`src/logic/dbm_pkg.sv`:
```
package dbm_pkg;
   //------------------------------------------------------------
   // register map
   //------------------------------------------------------------
   localparam logic [7:0] DBM_ADDR_CONTROL = 8'h00_E7;
   localparam logic [7:0] DBM_ADDR_ACC0 = 8'h00_E8;
   localparam logic [7:0] DBM_ADDR_STATUS = 8'h00_ED;
   localparam logic [7:0] DBM_CONTROL_RESET = 8'h00_00;
   localparam logic [7:0] DBM_SWAP_CMD = 8'h00_80;
   localparam int DBM_ACC_BYTES = 5;
   localparam int DBM_ACC_W = 40;
   // control fields
   localparam int DBM_CTL_IE = 7;
   localparam int DBM_CTL_FILL = 6;
   localparam int DBM_CTL_OUT_LSB = 3;
   localparam int DBM_CTL_IN_LSB = 0;
   // status fields
   localparam int DBM_STAT_BANK = 4;
   localparam int DBM_STAT_COMPUTE_BANK_LSB = 2;
   // default length of one calculation in cycles
   localparam int DBM_COMPUTE_BANK_CYCLES = 8;

   // compute bank state codes
   typedef enum logic [1:0]
   {
      DBM_COMPUTE_BANK_EMPTY = 2'b00,
      DBM_COMPUTE_BANK_BUSY = 2'b10,
      DBM_COMPUTE_BANK_DONE = 2'b11
   } dbm_compute_bank_e;
endpackage

```
`src/logic/dbm_acc_if.sv`:
```
`timescale 1ns/1ps
// accumulator byte port between sequencer and shifter
interface dbm_acc_if;
   logic [2:0] byte_sel;
   logic [7:0] wdata;
   logic [2:0] in_shift;
   logic [2:0] out_shift;
   logic fill;
   logic [39:0] acc_in;
   logic [39:0] acc_out;
   logic [7:0] rdata;
   modport core (output byte_sel, wdata, in_shift, out_shift, fill,
                 acc_in, input acc_out, rdata);
   modport shift (input byte_sel, wdata, in_shift, out_shift, fill,
                  acc_in, output acc_out, rdata);
endinterface

```
`src/logic/dbm_mac_engine.sv`:
```
`timescale 1ns/1ps
module dbm_mac_engine
   import dbm_pkg::*;
#(
   parameter int COMPUTE_BANK_CYCLES = DBM_COMPUTE_BANK_CYCLES
)
(
   // clock and reset
   input wire logic I_CLOCK,
   input wire logic I_RST_N,
   // i/o register port
   input wire logic [7:0] I_ADDR,
   input wire logic I_WR,
   input wire logic I_RD,
   input wire logic [7:0] I_WDATA,
   output logic [7:0] O_RDATA,
   // interrupt request
   output logic O_IRQ
);
   //------------------------------------------------------------
   // state
   //------------------------------------------------------------
   typedef struct packed
   {
      logic [1:0][7:0] ctl;       // per numbered bank control
      logic [1:0][39:0] acc;      // per numbered bank accumulator
      logic bank;                 // numbered bank holding data role
      logic data_ready;           // data bank holds defined calculation
      logic data_full;            // data bank holds a finished result
      dbm_compute_bank_e compute_bank;
      logic [7:0] cnt;
      logic [7:0] rdata;
      logic irq;
   } dbm_state_s;

   dbm_state_s st;
   dbm_state_s next_st;
   dbm_acc_if acc_bus ();

   localparam logic [7:0] RUN_LAST = 8'(COMPUTE_BANK_CYCLES - 1);

   dbm_shifter u_shift
   (
      .acc(acc_bus)
   );

   logic in_acc;
   logic [7:0] data_ctl;
   assign in_acc = I_ADDR >= DBM_ADDR_ACC0 &&
                   I_ADDR < DBM_ADDR_ACC0 + 8'(DBM_ACC_BYTES);
   assign data_ctl = st.ctl[st.bank];
   assign acc_bus.byte_sel = 3'(I_ADDR - DBM_ADDR_ACC0);
   assign acc_bus.wdata = I_WDATA;
   assign acc_bus.in_shift = data_ctl[DBM_CTL_IN_LSB +: 3];
   assign acc_bus.out_shift = data_ctl[DBM_CTL_OUT_LSB +: 3];
   assign acc_bus.fill = data_ctl[DBM_CTL_FILL];
   assign acc_bus.acc_in = st.acc[st.bank];

   //------------------------------------------------------------
   // bank sequencing and register access
   //------------------------------------------------------------
   always_comb
   begin
      next_st = st;
      next_st.irq = 1'b0;
      // calculation runs for a fixed count
      if (st.compute_bank == DBM_COMPUTE_BANK_BUSY)
      begin
         next_st.cnt = st.cnt + 8'h00_01;
         if (st.cnt == RUN_LAST)
         begin
            next_st.irq = st.ctl[~st.bank][DBM_CTL_IE];
            if (st.data_ready)
            begin
               // queued set takes over, result moves to data side
               next_st.bank = ~st.bank;
               next_st.data_ready = 1'b0;
               next_st.data_full = 1'b1;
               next_st.cnt = 8'h00_00;
            end
            else if (!st.data_full)
            begin
               next_st.bank = ~st.bank;
               next_st.data_full = 1'b1;
               next_st.compute_bank = DBM_COMPUTE_BANK_EMPTY;
            end
            else
               next_st.compute_bank = DBM_COMPUTE_BANK_DONE;
         end
      end
      // processor writes
      if (I_WR)
      begin
         if (I_ADDR == DBM_ADDR_CONTROL)
         begin
            // control lands in the data bank of the settled state
            next_st.ctl[next_st.bank] = I_WDATA;
            if (next_st.compute_bank == DBM_COMPUTE_BANK_BUSY)
            begin
               next_st.data_ready = 1'b1;
               next_st.data_full = 1'b0;
            end
            else
            begin
               // a finished result moves to the data side on the swap
               next_st.data_full = next_st.compute_bank == DBM_COMPUTE_BANK_DONE;
               next_st.bank = ~next_st.bank;
               next_st.compute_bank = DBM_COMPUTE_BANK_BUSY;
               next_st.cnt = 8'h00_00;
            end
         end
         else if (in_acc)
            next_st.acc[st.bank] = acc_bus.acc_out;
         else if (I_ADDR == DBM_ADDR_STATUS && I_WDATA == DBM_SWAP_CMD &&
                  st.compute_bank == DBM_COMPUTE_BANK_DONE && !st.data_ready)
         begin
            next_st.bank = ~st.bank;
            next_st.data_full = 1'b1;
            next_st.compute_bank = DBM_COMPUTE_BANK_EMPTY;
         end
      end
      // both empty returns data role to bank 0; a held result keeps it
      if (next_st.compute_bank == DBM_COMPUTE_BANK_EMPTY && !next_st.data_ready &&
          !next_st.data_full)
         next_st.bank = 1'b0;
      // read data
      next_st.rdata = 8'h00_00;
      if (I_RD)
      begin
         if (I_ADDR == DBM_ADDR_CONTROL)
            next_st.rdata = data_ctl;
         else if (in_acc)
            next_st.rdata = acc_bus.rdata;
         else if (I_ADDR == DBM_ADDR_STATUS)
         begin
            next_st.rdata[DBM_STAT_BANK] = st.bank;
            next_st.rdata[DBM_STAT_COMPUTE_BANK_LSB +: 2] = st.compute_bank;
         end
      end
   end

   // state register, reset leaves the accumulators alone and accumulator writes still land during reset
   always_ff @(posedge I_CLOCK)
   begin
      if (!I_RST_N)
      begin
         st.ctl <= {2{DBM_CONTROL_RESET}};
         st.bank <= 1'b0;
         st.data_ready <= 1'b0;
         st.data_full <= 1'b0;
         st.compute_bank <= DBM_COMPUTE_BANK_EMPTY;
         st.cnt <= 8'h00_00;
         st.rdata <= 8'h00_00;
         st.irq <= 1'b0;
         st.acc <= next_st.acc;
      end
      else
         st <= next_st;
   end

   assign O_RDATA = st.rdata;
   assign O_IRQ = st.irq;

   //------------------------------------------------------------
   // checks
   //------------------------------------------------------------
   a_compute_bank_code_valid: assert property (@(posedge I_CLOCK)
      disable iff (!I_RST_N) st.compute_bank != 2'b01)
      else $error("invalid compute state");
   a_empty_bank_zero: assert property (@(posedge I_CLOCK)
      disable iff (!I_RST_N)
      (st.compute_bank == DBM_COMPUTE_BANK_EMPTY && !st.data_ready && !st.data_full)
      |-> !st.bank)
      else $error("empty banks not on bank 0");
   a_start_runs: assert property (@(posedge I_CLOCK)
      disable iff (!I_RST_N)
      (I_WR && I_ADDR == DBM_ADDR_CONTROL && st.compute_bank == DBM_COMPUTE_BANK_EMPTY)
      |=> st.compute_bank == DBM_COMPUTE_BANK_BUSY && !st.data_ready)
      else $error("start did not run");
   a_queue_ready: assert property (@(posedge I_CLOCK)
      disable iff (!I_RST_N)
      (I_WR && I_ADDR == DBM_ADDR_CONTROL && st.compute_bank == DBM_COMPUTE_BANK_BUSY
       && st.cnt != RUN_LAST) |=> st.data_ready)
      else $error("busy start not queued");
   a_irq_only_done: assert property (@(posedge I_CLOCK)
      disable iff (!I_RST_N)
      O_IRQ |-> $past(st.compute_bank) == DBM_COMPUTE_BANK_BUSY && $past(st.cnt) == RUN_LAST)
      else $error("irq without completion");
   a_swap_cmd: assert property (@(posedge I_CLOCK)
      disable iff (!I_RST_N)
      (I_WR && I_ADDR == DBM_ADDR_STATUS && I_WDATA == DBM_SWAP_CMD &&
       st.compute_bank == DBM_COMPUTE_BANK_DONE && !st.data_ready)
      |=> st.compute_bank == DBM_COMPUTE_BANK_EMPTY)
      else $error("swap command ignored");
   a_status_read: assert property (@(posedge I_CLOCK)
      disable iff (!I_RST_N)
      (I_RD && I_ADDR == DBM_ADDR_STATUS)
      |=> O_RDATA == {3'b000, $past(st.bank), $past(st.compute_bank), 2'b00})
      else $error("status read mismatch");
   a_done_swaps: assert property (@(posedge I_CLOCK)
      disable iff (!I_RST_N)
      (st.compute_bank == DBM_COMPUTE_BANK_BUSY && st.cnt == RUN_LAST && !I_WR &&
       (st.data_ready || !st.data_full))
      |=> st.bank != $past(st.bank))
      else $error("finish did not swap");
   a_done_holds: assert property (@(posedge I_CLOCK)
      disable iff (!I_RST_N)
      (st.compute_bank == DBM_COMPUTE_BANK_BUSY && st.cnt == RUN_LAST && !I_WR &&
       st.data_full && !st.data_ready)
      |=> st.compute_bank == DBM_COMPUTE_BANK_DONE && st.bank == $past(st.bank))
      else $error("held result not kept done");
   a_irq_enabled: assert property (@(posedge I_CLOCK)
      disable iff (!I_RST_N)
      (st.compute_bank == DBM_COMPUTE_BANK_BUSY && st.cnt == RUN_LAST &&
       st.ctl[~st.bank][DBM_CTL_IE]) |=> O_IRQ)
      else $error("enabled completion without irq");
   a_busy_bound: assert property (@(posedge I_CLOCK)
      disable iff (!I_RST_N)
      st.compute_bank == DBM_COMPUTE_BANK_BUSY |-> st.cnt <= RUN_LAST)
      else $error("run count past its end");
   a_start_control: assert property (@(posedge I_CLOCK)
      disable iff (!I_RST_N)
      (I_WR && I_ADDR == DBM_ADDR_CONTROL && st.compute_bank == DBM_COMPUTE_BANK_EMPTY)
      |=> st.ctl[~st.bank] == $past(I_WDATA))
      else $error("started set lost its control");
endmodule // dbm_mac_engine

```
`src/logic/dbm_shifter.sv`:
```
`timescale 1ns/1ps
module dbm_shifter
   import dbm_pkg::*;
(
   dbm_acc_if.shift acc
);
   //------------------------------------------------------------
   // write and read shifting
   //------------------------------------------------------------
   logic [39:0] merged;
   logic [39:0] shifted_in;
   logic [39:0] shifted_out;
   logic [39:0] fill_mask;

   // byte merge then left shift with fill bit
   always_comb
   begin
      merged = acc.acc_in;
      merged[acc.byte_sel*8 +: 8] = acc.wdata;
      fill_mask = ~({40{1'b1}} << acc.in_shift);
      shifted_in = (merged << acc.in_shift) |
                   (acc.fill ? fill_mask : 40'h00_0000_0000);
      acc.acc_out = shifted_in;
      shifted_out = 40'($signed(acc.acc_in) >>> acc.out_shift);
      acc.rdata = shifted_out[acc.byte_sel*8 +: 8];
   end
endmodule // dbm_shifter

```
`config.mk`:
```
export PLATFORM = sky130hd
export DESIGN_NAME = dbm_mac_engine
export DESIGN_NICKNAME = d
export VERILOG_FILES = /design/src/logic/dbm_pkg.sv /design/src/logic/dbm_acc_if.sv /design/src/logic/dbm_mac_engine.sv /design/src/logic/dbm_shifter.sv
export SDC_FILE = /design/constraint.sdc
export NUM_CORES = 1
export LEC_CHECK = 0
export BUFFER_PORTS_ARGS = -buffer_cell sky130_fd_sc_hd__buf_2
export CORE_MARGIN = 4
export CORE_UTILIZATION = 43
export CTS_CLUSTER_DIAMETER = 50
export DETAILED_ROUTE_END_ITERATION = 7
export GPL_ROUTABILITY_DRIVEN = 0
export HOLD_SLACK_MARGIN = 0.03
export PLACE_DENSITY_LB_ADDON = 0.2
export SLEW_MARGIN = 20
export SYNTH_ARGS = -nofsm -noshare
export SYNTH_HDL_FRONTEND = slang
export SYNTH_HIERARCHICAL = 1
export SYNTH_SLANG_ARGS = --single-unit
export TNS_END_PERCENT = 20
```
`constraint.sdc`:
```
create_clock -name I_CLOCK -period 9.3 [get_ports I_CLOCK]
set_clock_uncertainty 0.1 [all_clocks]
set_input_delay 1.86 -clock I_CLOCK [delete_from_list [all_inputs] [get_ports I_CLOCK]]
set_output_delay 1.86 -clock I_CLOCK [all_outputs]
set_load 0.05 [all_outputs]
```
# After elaboration in Yosys (flattened, before gate mapping)
# Cells that the tools add are included.
# op_classes
add_sub_neg	3
order_cmp	7
eq_ne	8
shifts	6
muxes	41
n_bitwise	5
reduce_logical	16
# ops
cell	count
$mux W40	4
$mux W80	2
$mux W93	1
$bwmux W80	1
$mux W8	8
$bwmux W40	1
$demux W40 S1	1
$not A40 Y40	1
$or A40 B40 Y40	1
$shift A8 B34 Y40 const A	1
$shiftx A40 B7 Y8	1
$shiftx A8 B34 Y40	1
$shl A40 B3 Y40	1
$shl A40 B3 Y40 const A	1
$sshr A40 B3 Y40	1
$neg A6 Y34	1
$mux W13	2
$eq A8 B8 Y1 const B	3
$mux W3	6
$bwmux W16	1
$mux W10	1
$mux W1	9
$add A8 B1 Y8 const B	1
$demux W8 S1	1
other kinds (15)	35
# totals
ff_bits	118
word_cells	97

# Logic depth before layout (Yosys ltp)
# Gate-level depths: netlist (run 1).
# depth
word_depth	14
mapped_depth	13
depth_no_buf	8

# Hierarchy
# Netlist (run 1), hierarchy kept.
# by_module_without_submodules
mod	n_inst	cells_per_inst	area_per_inst_um2	seq_area_each_um2
dbm_mac_engine	1	343	4795.8	3163.0
dbm_shifter	1	498	4124.0	0.0

# Least setup slack after synthesis (run 1)
# Ideal clock, no wire load.
# synth_path
path_kind	input to register
start	input port I_ADDR[4]
end	register st[22] (netlist bit), enable pin
setup_time_ps	437
arrival_time_ps	4444
setup_slack_ps	4319
stages	6
cell_sequence	and4b_1 > clkbuf_1 > and3_1 > clkbuf_1 > nand2_1 > nor2_1
# synth_via
elab_chain_len	5
elab_cells_between_ends	7
# synth_lines
element	line_no	text
start: declaration	dbm_mac_engine.sv:12	input wire logic [7:0] I_ADDR,
$ge A8 B8 Y1 or $lt A8 B8 Y1 (tied branches)	dbm_mac_engine.sv:49, dbm_mac_engine.sv:50	
$logic_and A1 B1 Y1	dbm_mac_engine.sv:49	assign in_acc = I_ADDR >= DBM_ADDR_ACC0 &&
$mux W80	dbm_mac_engine.sv:112	else if (in_acc)
$mux W80 *	dbm_mac_engine.sv:94	if (I_ADDR == DBM_ADDR_CONTROL)
$mux W93 *	dbm_mac_engine.sv:92	if (I_WR)
end signal: assignment	dbm_mac_engine.sv:158	st <= next_st;
end: declaration	dbm_mac_engine.sv:36	dbm_state_s st;
# Mark *: on every way between the ends. The rest lies on a longest branch, timed or not.
# A chain may end at the register's enable or synchronous reset.

# Worst setup path after layout (run 1)
# layout_path
start	input port I_ADDR[0]
end	register st[69] (netlist bit), data pin
# layout_via
elab_chain_len	10
elab_cells_between_ends	15
# layout_lines
element	line_no	text
$sub A3 B1 Y3 *	dbm_mac_engine.sv:52	assign acc_bus.byte_sel = 3'(I_ADDR - DBM_ADDR_ACC0);
$neg A6 Y34 *	dbm_shifter.sv:19	merged[acc.byte_sel*8 +: 8] = acc.wdata;
$shiftx A8 B34 Y40 or $shift A8 B34 Y40 (tied branches)	dbm_shifter.sv:19	
$bwmux W40 *	dbm_shifter.sv:19	
$shl A40 B3 Y40 *	dbm_shifter.sv:21	shifted_in = (merged << acc.in_shift) |
$or A40 B40 Y40 *	dbm_shifter.sv:21	
net acc_bus.acc_out[7]	dbm_acc_if.sv:10	logic [39:0] acc_out;
$bwmux W80 *	dbm_mac_engine.sv:113	next_st.acc[st.bank] = acc_bus.acc_out;
$mux W80 *	dbm_mac_engine.sv:112	
$mux W80 *	dbm_mac_engine.sv:94	
$mux W93 *	dbm_mac_engine.sv:92	
# The timed path passes the listed nets; every way through them passes the cells marked *.

==> reports/results.ini, run 1 <==
[clock_tree]
cts.sink_count=118
cts_hold_buffers=0
clock_tree_from_tritoncts=done
clk-insertion-delay-late_ns=0.42
cts_buffers=17
clock_path_buffers=2
post_cts_repair_timing_setup_buffer_count=0
clkTransAtPathRegs_ns=0.06
clockRootBuffer=clkbuf_16
htree_num_levels=4
cts.repair.resized=0

[power_and_ir_drop]
ir_drop_mv=0.126
power_density_of_the_placed_cells_nw_per_um2=132
p_total_uw=1280
p_leak_uw=0.00355

[setup_path]
crit_path_start_kind=input port
timing.critical_path.slowest_cell_delay_ns=0.61
cp_common_cell=ha_1
worst-path-max-fanout=37
crit_chain=buf_2, inv_2, ha_1, ha_1, or3b_1, nor3_4, mux4_2, a222oi_1, nand2_1
setup.worst_path.end_class=flop
crit_buf_inv=2
worst-endpoint-arrival_ns=5.29
worst-setup-path-type=in2reg
worst-endpoint-required_ns=9.36
cpLargestDelayFamily=simple AND/OR/NAND/NOR gates
crit_path_top_delay_cell=buf_2

[synthesis]
share_of_synthesized_flip_flops_with_an_asynchronous_set_or_reset_pct=0
flip_flop_and_latch_count_after_synthesis=118
syn-num-nets=868
average_size_of_a_mapped_cell_sq_um=10.6
postSynth.topFlopCell=edfxtp_1
post_synth_cell_types=78
yosysSeqAreaShare_pct=35.5
synthTopCellsByArea=edfxtp_1 (27%), mux2i_1 (11%), mux4_2 (9.6%)
cells_after_synthesis=841
synth_warn=6
netlist.area_leader.share_pct=26.9
synth_area_leader_cell=edfxtp_1
synth_edf_count=80
synthesis.area_sq_um=8920

[run_status]
run_status=complete, no violations

[placement]
dp_worst_setup_slack_ns=3.74
numPortBuffers=28
placed_cells_incl_taps=1078
hpwlAfterDp_um=17600

[sta]
worst-slew-pin-transition_ns=0.878
fmax_ghz=0.191
final.setup.tns_ns=0
final_hold_viol_count=0
setup_viol=0
final_max_slew_viol_count=0
finalCriticalPeriod_ns=5.23
grt_setup_unrepaired=false
finalWorstSetupSlack_ns=4.07
slew-limit-headroom_pct=41.5
fin_crit_sh_pct=56.3

[drt]
route.final.wire_length_um=25300
antenna_violating_nets_post_route=0
firstDrtPassIters=6
post_drt_via_cell_ratio=6.43
remaining_routing_drc_violations=0
drtIter0Drc=889
post_drt_wl_per_cell_um=22.8
detailroute.via_count=7133

[grt]
antenna_violations_before_repair=2
pin_count_of_the_biggest_net_entering_global_routing=60
grt.overflow.total=0
global_route_wire_length_before_repair_um=39800
number_of_global_route_vias_before_repair=6768
globalRouteMet3Util_pct=4.38
globalRouteMet2Util_pct=33.0
grt.busiest_layer=met2
groute.layer.met1.usage_pct=30.6
grtUsageTotal_pct=21.6

[floorplan]
die_w_um=152
io_pins=29
initial_standard_cell_utilization_of_the_core_pct=43.9
floorplan.die_area_sq_um=23100
floorplan.die.height_um=152
design.core.area_sq_um=20300
fp-row-count=52

[cells_and_area]
final.fill_count=1931
area_growth_syn_to_layout_pct=8.11
final-instance-count-excl-fill=1110
drive_above_1_share_pct=23.6
final_net_count=854
antenna_cells_inserted=0

[flow_run]
max-cap-violations=0

[min_path]
min-delay-path-class=reg2reg

-- cells by family after synthesis --
logic type / count (synthesis) / synth area share (%)
compound gates: 169 / 13.8
flops: 118 / 35.5
simple gates: 242 / 13.3
buf+inv: 84 / 5.02
fa+ha+maj: 7 / 0.982
mux: 214 / 30.7
xor+xnor: 7 / 0.687
-- Yosys cell counts, types with 5 or more instances --
master	number
a211oi_1	6
a21oi_1	30
a221o_1	6
a22o_1	5
a22oi_1	40
a31oi_1	6
and2_1	5
and3_1	6
buf_1	10
buf_2	18
buf_4	14
buf_6	5
clkbuf_1	20
dfxtp_1	38
edfxtp_1	80
ha_1	7
inv_1	11
mux2_2	74
mux2i_1	100
mux4_2	38
nand2_1	96
nand3_1	14
nand4_1	6
nor2_1	59
nor2b_1	15
nor3_1	6
nor4_1	5
o21ai_0	18
o22ai_1	10
-- sequential cells by signal (all words and copies together) (netlist names) --
signal   count
st         109
O_RDATA      8
O_IRQ        1
-- tightest hold or removal path: stages (launching register included) --
cell	delay [ns]
dfxtp_1	0.30
nand2_1	0.05
mux2i_1	0.05
-- path summary, 6_finish.rpt --
kind / start / to / slack (ns) / cells after the start
worst max-delay path: I_ADDR[0] / st[69] / 4.07 / 9
worst max register to register: st[21] / O_RDATA[3] / 5.63 / 9
worst min register to register: st[107] / st[107] / 0.36 / 2
worst min-delay path: st[107] / st[107] / 0.36 / 2
-- where the power goes --
group	internal [uW]	leakage (uW)	switching, uW
combinational	28.8	0.00224	55.1
sequential	558	0.00103	0.224
clock	391	0.000285	244
-- layout make-up --
type / count / area, sq um / share of cell area, %
flip-flops and latches: 118 / 3160 / 32.8
clock buffers: 22 / 475 / 4.93
well taps: 270 / 338 / 3.50
multi-input cells: 639 / 5320 / 55.1
inverters: 15 / 56.3 / 0.584
repair buffers: 36 / 200 / 2.08
clock inverters: 10 / 91.3 / 0.947
-- metal layers --
layer	vias up	part of all wire, %
li1	3244	-
met1	3531	44
met2	317	46
met3	39	7.2
met4	2	2.7
met5	-	0.047
-- stage by stage --
step / utilization [%] / hold WS (ns) / instance area, sq um
6_report: 47.5 / 0.358 / 9640
5_1_grt: 47.5 / 0.381 / 9640
4_1_cts: 47.5 / 0.360 / 9640
3_5_place_dp: 44.7 / 0.351 / 9080
3_3_place_gp: 44.7 / 0.343 / 9080
2_1_floorplan: - / 0.331 / 8920
-- cell usage in the layout, fill, tap and decap left out, types with 7 or more instances in the layout --
cell | netlist | final
a22oi_1 | 40 | 40
buf_4 | 14 | 8
nand2_1 | 96 | 96
ha_1 | 7 | 7
o21ai_0 | 18 | 18
mux4_2 | 38 | 38
a21oi_1 | 30 | 30
buf_2 | 18 | 28
mux2i_1 | 100 | 100
dfxtp_1 | 38 | 37
nor2_1 | 59 | 58
nor2b_1 | 15 | 15
edfxtp_1 | 80 | 80
o22ai_1 | 10 | 10
mux2_2 | 74 | 74
nand3_1 | 14 | 14
clkbuf_16 | 0 | 18
inv_1 | 11 | 11
No activity file was read; power rests on OpenSTA's default activity.
==> run 2: changes to the inputs <==
==> constraint.sdc (replaced) <==
create_clock -name I_CLOCK -period 5.4 [get_ports I_CLOCK]
set_clock_uncertainty 0.1 [all_clocks]
set_input_delay 1.08 -clock I_CLOCK [delete_from_list [all_inputs] [get_ports I_CLOCK]]
set_output_delay 1.08 -clock I_CLOCK [all_outputs]
set_load 0.05 [all_outputs]
==> reports/results.ini, run 2 (synthesis results as in run 1) <==
[run_status]
run_status=complete, no violations  ; unchanged

[power_and_ir_drop]
ir_drop_mv=0.209  ; was 0.126 mV
p_total_uw=2230  ; was 1280 uW
p_leak_uw=0.00357  ; was 0.00355 uW
power_density_of_the_placed_cells_nw_per_um2=230  ; was 132 nW/um^2

[floorplan]
design.core.area_sq_um=20300  ; unchanged
floorplan.die.height_um=152  ; unchanged
fp-row-count=52  ; unchanged
die_w_um=152  ; unchanged
floorplan.die_area_sq_um=23100  ; unchanged
initial_standard_cell_utilization_of_the_core_pct=43.9  ; unchanged
io_pins=29  ; unchanged

[clock_tree]
cts.repair.resized=0  ; unchanged
cts_hold_buffers=0  ; unchanged
clkTransAtPathRegs_ns=0.06  ; about the same
cts.sink_count=118  ; unchanged
clockRootBuffer=clkbuf_16  ; unchanged
clock_path_buffers=2  ; unchanged
post_cts_repair_timing_setup_buffer_count=0  ; unchanged
htree_num_levels=4  ; unchanged
clk-insertion-delay-late_ns=0.42  ; about the same
cts_buffers=17  ; unchanged
clock_tree_from_tritoncts=done  ; unchanged

[sta]
finalCriticalPeriod_ns=3.96
fin_crit_sh_pct=73.3
final.setup.tns_ns=0  ; unchanged
slew-limit-headroom_pct=29.2  ; was 41.5%
final_max_slew_viol_count=0  ; unchanged
setup_viol=0  ; unchanged
grt_setup_unrepaired=false  ; unchanged
fmax_ghz=0.253
worst-slew-pin-transition_ns=1.06  ; was 0.878 ns
final_hold_viol_count=0  ; unchanged

[grt]
global_route_wire_length_before_repair_um=39900  ; was 39,800 um
antenna_violations_before_repair=1  ; was 2
number_of_global_route_vias_before_repair=6833  ; was 6,768
pin_count_of_the_biggest_net_entering_global_routing=51  ; was 60
grt.overflow.total=0  ; unchanged
grtUsageTotal_pct=21.6  ; about the same

[min_path]
hold_path_end=st[108]  ; was st[107]
min_delay_path_depth=2  ; unchanged
worstHoldStart=st[108]  ; was st[107]
min-delay-path-class=reg2reg  ; unchanged

[cells_and_area]
final_net_count=857  ; was 854
drive_above_1_share_pct=24.2  ; was 23.6%
area_growth_syn_to_layout_pct=8.60  ; was 8.11%
antenna_cells_inserted=0  ; unchanged
layout.cells.most_common=mux2i_1  ; unchanged
max_flop_register=st  ; unchanged
layout.cells.most_common_list=mux2i_1 (100), nand2_1 (96), edfxtp_1 (80)  ; unchanged
largest_reg_flops=109  ; unchanged

[drt]
post_drt_via_cell_ratio=6.40  ; was 6.43
detailroute.via_count=7125  ; was 7,133
route.final.wire_length_um=25500  ; was 25,300 um
post_drt_wl_per_cell_um=22.9  ; was 22.8 um
antenna_violating_nets_post_route=0  ; unchanged
firstDrtPassIters=5  ; was 6
remaining_routing_drc_violations=0  ; unchanged
drtIter0Drc=858  ; was 889

[setup_path]
timing.reg2reg.worst_path_depth=9  ; unchanged
crit_start=I_ADDR[1]  ; was I_ADDR[0]
r2r_end=O_RDATA[1]  ; was O_RDATA[3]
r2r_slack_ns=1.75  ; was 5.63 ns
setup.worst_path.end_class=flop  ; unchanged
crit_path_start_kind=input port  ; unchanged
worst-endpoint-arrival_ns=4.02  ; was 5.29 ns
worst-endpoint-required_ns=5.46  ; was 9.36 ns
r2r-start=st[21]  ; unchanged
worst-setup-path-type=in2reg  ; unchanged
worst-path-max-fanout=18  ; was 37

[placement]
numPortBuffers=28  ; unchanged
hpwlAfterDp_um=18100  ; was 17,600 um

[flow_run]
max-cap-violations=0  ; unchanged

==> run 2: cell count changes in the layout (fill, tap and decap cells not counted) <==
| cell | previous run | this run |
|---|---|---|
| buf_4 | 8 | 11 |
| inv_4 | 4 | 3 |
| clkbuf_1 | 3 | 0 |
| inv_8 | 0 | 2 |
| clkinv_4 | 2 | 4 |
| clkinv_2 | 2 | 1 |
| inv_6 | 1 | 3 |
| clkbuf_8 | 1 | 0 |
==> run 2: metrics by stage <==
stage	instances	hold WS, ns	util (%)	cell area (sq um)	setup slack (ns)
final	1113	0.357	47.7	9690	1.44
after global routing	1113	0.381	47.7	9690	1.34
after CTS	1113	0.361	47.7	9690	1.51
after detailed placement	1081	0.351	44.8	9100	1.07
after global placement	1081	0.343	44.8	9100	1.14
after floorplan	841	0.331	-	8920	1.20
==> run 2: worst max-delay path: stages <==
cell and delay (ns):
buf_2 0.32, inv_1 0.16, ha_1 0.23, ha_1 0.41, or3b_1 0.47, nor3_4 0.41
mux4_2 0.43, a222oi_1 0.38, nand2_1 0.11
==> run 2: how the worst max path moves through the flow <==
stage	to	slack [ns]	depth (start not counted)
final	st[29]	1.44	9
after global routing	st[29]	1.34	9
after CTS	st[29]	1.51	9
after detailed placement	st[29]	1.07	9
after global placement	st[29]	1.14	9
after floorplan	st[22]	1.20	6
==> run 2: layout make-up <==
class	count	area (sq um)
Clock inverter	14	138
Tap cell	270	338
Sequential cell	118	3160
Inverter	15	56.3
Clock buffer	18	450
Fill cell	1868	10600
Timing Repair Buffer	39	223
Multi-Input combinational cell	639	5320
==> run 2: report_power, final <==
group	internal (uW)	switching (uW)	leakage, uW
logic	50.2	96.5	0.00225
clock network	672	450	0.000295
registers	961	0.369	0.00103
==> run 2: per-layer routing <==
metal | routed length (um) | up-vias | track usage (%)
met5 | 11 | - | 0
met4 | 746 | 2 | 8.05
met3 | 1900 | 60 | 3.90
met2 | 11700 | 324 | 33.4
met1 | 11200 | 3495 | 30.5
li1 | - | 3244 | -
==> run 3: changes to the inputs <==
--- a/config.mk
+++ b/config.mk
@@ -5,6 +5,7 @@
 export SDC_FILE = /design/constraint.sdc
 export NUM_CORES = 1
 export LEC_CHECK = 0
+export ABC_AREA = 1
 export BUFFER_PORTS_ARGS = -buffer_cell sky130_fd_sc_hd__buf_2
 export CORE_MARGIN = 4
 export CORE_UTILIZATION = 43
==> constraint.sdc (replaced) <==
create_clock -name I_CLOCK -period 3.7 [get_ports I_CLOCK]
set_clock_uncertainty 0.1 [all_clocks]
set_input_delay 0.74 -clock I_CLOCK [delete_from_list [all_inputs] [get_ports I_CLOCK]]
set_output_delay 0.74 -clock I_CLOCK [all_outputs]
set_load 0.05 [all_outputs]
==> reports/results.ini, run 3 <==
[clock_tree]
clock_tree_from_tritoncts=done  ; unchanged
htree_num_levels=4  ; unchanged
clkTransAtPathRegs_ns=0.06  ; about the same
cts.repair.resized=0  ; unchanged
cts_hold_buffers=0  ; unchanged
cts_buffers=17  ; unchanged
post_cts_repair_timing_setup_buffer_count=0  ; unchanged
clockRootBuffer=clkbuf_16  ; unchanged
cts.sink_count=118  ; unchanged
clk-insertion-delay-late_ns=0.42  ; about the same
clock_path_buffers=2  ; unchanged

[grt]
antenna_violations_before_repair=0  ; was 1
global_route_wire_length_before_repair_um=42600  ; was 39,900 um
grtUsageTotal_pct=23.6  ; was 21.6%
pin_count_of_the_biggest_net_entering_global_routing=43  ; was 51
number_of_global_route_vias_before_repair=8142  ; was 6,833
grt.overflow.total=0  ; unchanged

[power_and_ir_drop]
power_density_of_the_placed_cells_nw_per_um2=339  ; was 230 nW/um^2
ir_drop_mv=0.310  ; was 0.209 mV
p_leak_uw=0.00449  ; was 0.00357 uW

[synthesis]
cells_after_synthesis=1400  ; was 841
yosysSeqAreaShare_pct=35.6  ; was 35.5%
average_size_of_a_mapped_cell_sq_um=6.34  ; was 10.6 sq um
post_synth_cell_types=35  ; was 78
synthesis.area_sq_um=8880  ; was 8920 sq um
netlist.area_leader.share_pct=27.0  ; was 26.9%
synth.mux.area_fraction_pct=0  ; was 30.7%
synth-xor-area-share_pct=0.394  ; was 0.687%
postSynth.topFlopCell=edfxtp_1  ; unchanged
synth_top_family_by_area=simple AND/OR/NAND/NOR gates  ; was multiplexers
syn-num-nets=1427  ; was 868
synth_common_cells=nand2_1 (586), nand3_1 (350), edfxtp_1 (80)  ; was mux2i_1 (100), nand2_1 (96), edfxtp_1 (80)
synth_fa_ha_area_share_pct=0.986  ; was 0.982%
synth_warn=6  ; unchanged
synthesized_area_fraction_occupied_by_ao_oa_aoi_and_oai_cells_pct=3.10  ; was 13.8%
synth_edf_count=80  ; unchanged
share_of_synthesized_flip_flops_with_an_asynchronous_set_or_reset_pct=0  ; unchanged
synth_most_common_cell=nand2_1  ; was mux2i_1
synthTopCellsByArea=edfxtp_1 (27%), nand2_1 (25%), nand3_1 (20%)  ; was edfxtp_1 (27%), mux2i_1 (11%), mux4_2 (9.6%)
synth_area_leader_cell=edfxtp_1  ; unchanged
synth_simple_gate_area_share_pct=52.2  ; was 13.3%
flip_flop_and_latch_count_after_synthesis=118  ; unchanged

[drt]
post_drt_wl_per_cell_um=16.0  ; was 22.9 um
firstDrtPassIters=6  ; was 5
remaining_routing_drc_violations=0  ; unchanged
antenna_violating_nets_post_route=0  ; unchanged
post_drt_via_cell_ratio=5.51  ; was 6.40
top_signal_layer_used=met4  ; was met5
routed-wl-met3_um=2060  ; was 1900 um
m1WireLength_um=12400  ; was 11,200 um
met2WireLength_um=11700  ; about the same
route.final.wire_length_um=26700  ; was 25,500 um
detailroute.via_count=9173  ; was 7,125
drtIter0Drc=947  ; was 858

[setup_path]
crit_path_start_kind=flop  ; was input port
setup.worst_path.end_class=flop  ; unchanged
worst-endpoint-required_ns=3.91  ; was 5.46 ns
worst-path-max-fanout=40  ; was 18
worst-endpoint-arrival_ns=2.91  ; was 4.02 ns
worst-setup-path-type=reg2reg  ; was in2reg

[cells_and_area]
largest_reg_flops=109  ; unchanged
drive_above_1_share_pct=8.02  ; was 24.2%
max_flop_register=st  ; unchanged
final.fill_count=2102  ; was 1,868
antenna_cells_inserted=0  ; unchanged
area_growth_syn_to_layout_pct=9.47  ; was 8.60%
multi_input_combinational_cell_area_sq_um=5050  ; was 5320 sq um
layout.cells.most_common=nand2_1  ; was mux2i_1
layout.cells.most_common_list=nand2_1 (586), nand3_1 (350), edfxtp_1 (80)  ; was mux2i_1 (100), nand2_1 (96), edfxtp_1 (80)
area.sequential_sq_um=3160  ; unchanged
final_net_count=1410  ; was 857
post-route-cell-area_sq_um=9720  ; was 9690 sq um

[sta]
finalWorstSetupSlack_ns=0.995  ; was 1.44 ns
grt_setup_unrepaired=false  ; unchanged
setup_viol=0  ; unchanged
final_max_slew_viol_count=0  ; unchanged
fmax_ghz=0.370
final_hold_viol_count=0  ; unchanged
fin_crit_sh_pct=73.1
final.setup.tns_ns=0  ; unchanged
worst-slew-pin-transition_ns=0.674  ; was 1.06 ns
finalCriticalPeriod_ns=2.71
slew-limit-headroom_pct=55.0  ; was 29.2%

[floorplan]
floorplan.die.height_um=152  ; about the same
die_w_um=152  ; about the same
fp-row-count=52  ; unchanged
initial_standard_cell_utilization_of_the_core_pct=43.8  ; was 43.9%
io_pins=29  ; unchanged
floorplan.die_area_sq_um=23000  ; was 23,100 sq um
design.core.area_sq_um=20300  ; unchanged

[run_status]
run_status=complete, no violations  ; unchanged

[placement]
hpwlAfterDp_um=19100  ; was 18,100 um
numPortBuffers=28  ; unchanged
dpl_cell_area_sq_um=9140  ; was 9100 sq um
dp_worst_setup_slack_ns=0.630  ; was 1.07 ns

[min_path]
min-delay-path-class=reg2reg  ; unchanged

[flow_run]
max-cap-violations=0  ; unchanged

run 3: worst max-delay path, cell delays in order, from the launching register on:
cell	delay, ns
dfxtp_2	0.33
inv_1	0.06
buf_4	0.35
nand2_1	0.16
nand2_1	0.13
buf_4	0.38
nand3_1	0.20
nand3_1	0.13
nand2_1	0.06
nand2_1	0.06
nand3_1	0.10
nand3_1	0.10
nand2_1	0.05
nand2_1	0.07
o21ai_0	0.08
o21ai_0	0.17
inv_1	0.05
run 3: area by class of cell:
class | count | share of cell area [%]
Multi-Input combinational cell | 1125 | 51.9
Sequential cell | 118 | 32.5
Clock buffer | 19 | 4.45
Tap cell | 270 | 3.47
Timing Repair Buffer | 51 | 3.22
Inverter | 70 | 2.81
Clock inverter | 13 | 1.60
run 3: report_power, final:
part | switching [uW] | internal, uW | total [uW]
combinational | 163 | 64.1 | 227
clock | 610 | 1050 | 1660
sequential | 0.585 | 1400 | 1410
run 3: layer usage:
layer / global-route usage (%) / up-vias
met2: 36.4 / 372
li1: - / 4609
met3: 4.16 / 42
met5: 0 / -
met4: 5.93 / 0
met1: 34.4 / 4150
run 3: through the flow:
| stage | hold WS [ns] | util, % | total power [uW] | cells |
|---|---|---|---|---|
| after floorplan | 0.340 | - | 1590 | 1400 |
| after global placement | 0.349 | 45.0 | 1650 | 1634 |
| after detailed placement | 0.354 | 45.0 | 1660 | 1634 |
| after CTS | 0.361 | 47.9 | 3310 | 1666 |
| after global routing | 0.385 | 47.9 | 3400 | 1666 |
| final | 0.363 | 47.9 | 3300 | 1666 |
run 3: worst paths after layout:
kind	cells past startpoint	end	from	slack [ns]
worst max-delay path	16	O_RDATA[2]	st[21]	0.99
worst min-delay path	2	st[115]	st[115]	0.36
worst max register to register	16	O_RDATA[2]	st[21]	0.99
worst min register to register	2	st[115]	st[115]	0.36
run 3: cells by family (layout without fill, tap and decap cells):
family,count (synthesis),count (layout)
DFF,118,118
and+or+nand+nor,1061,1061
xor gates and xnor gates,4,4
buffers and inverters,157,153
AOI/OAI and AO/OA,53,53
adders and majority gates,7,7
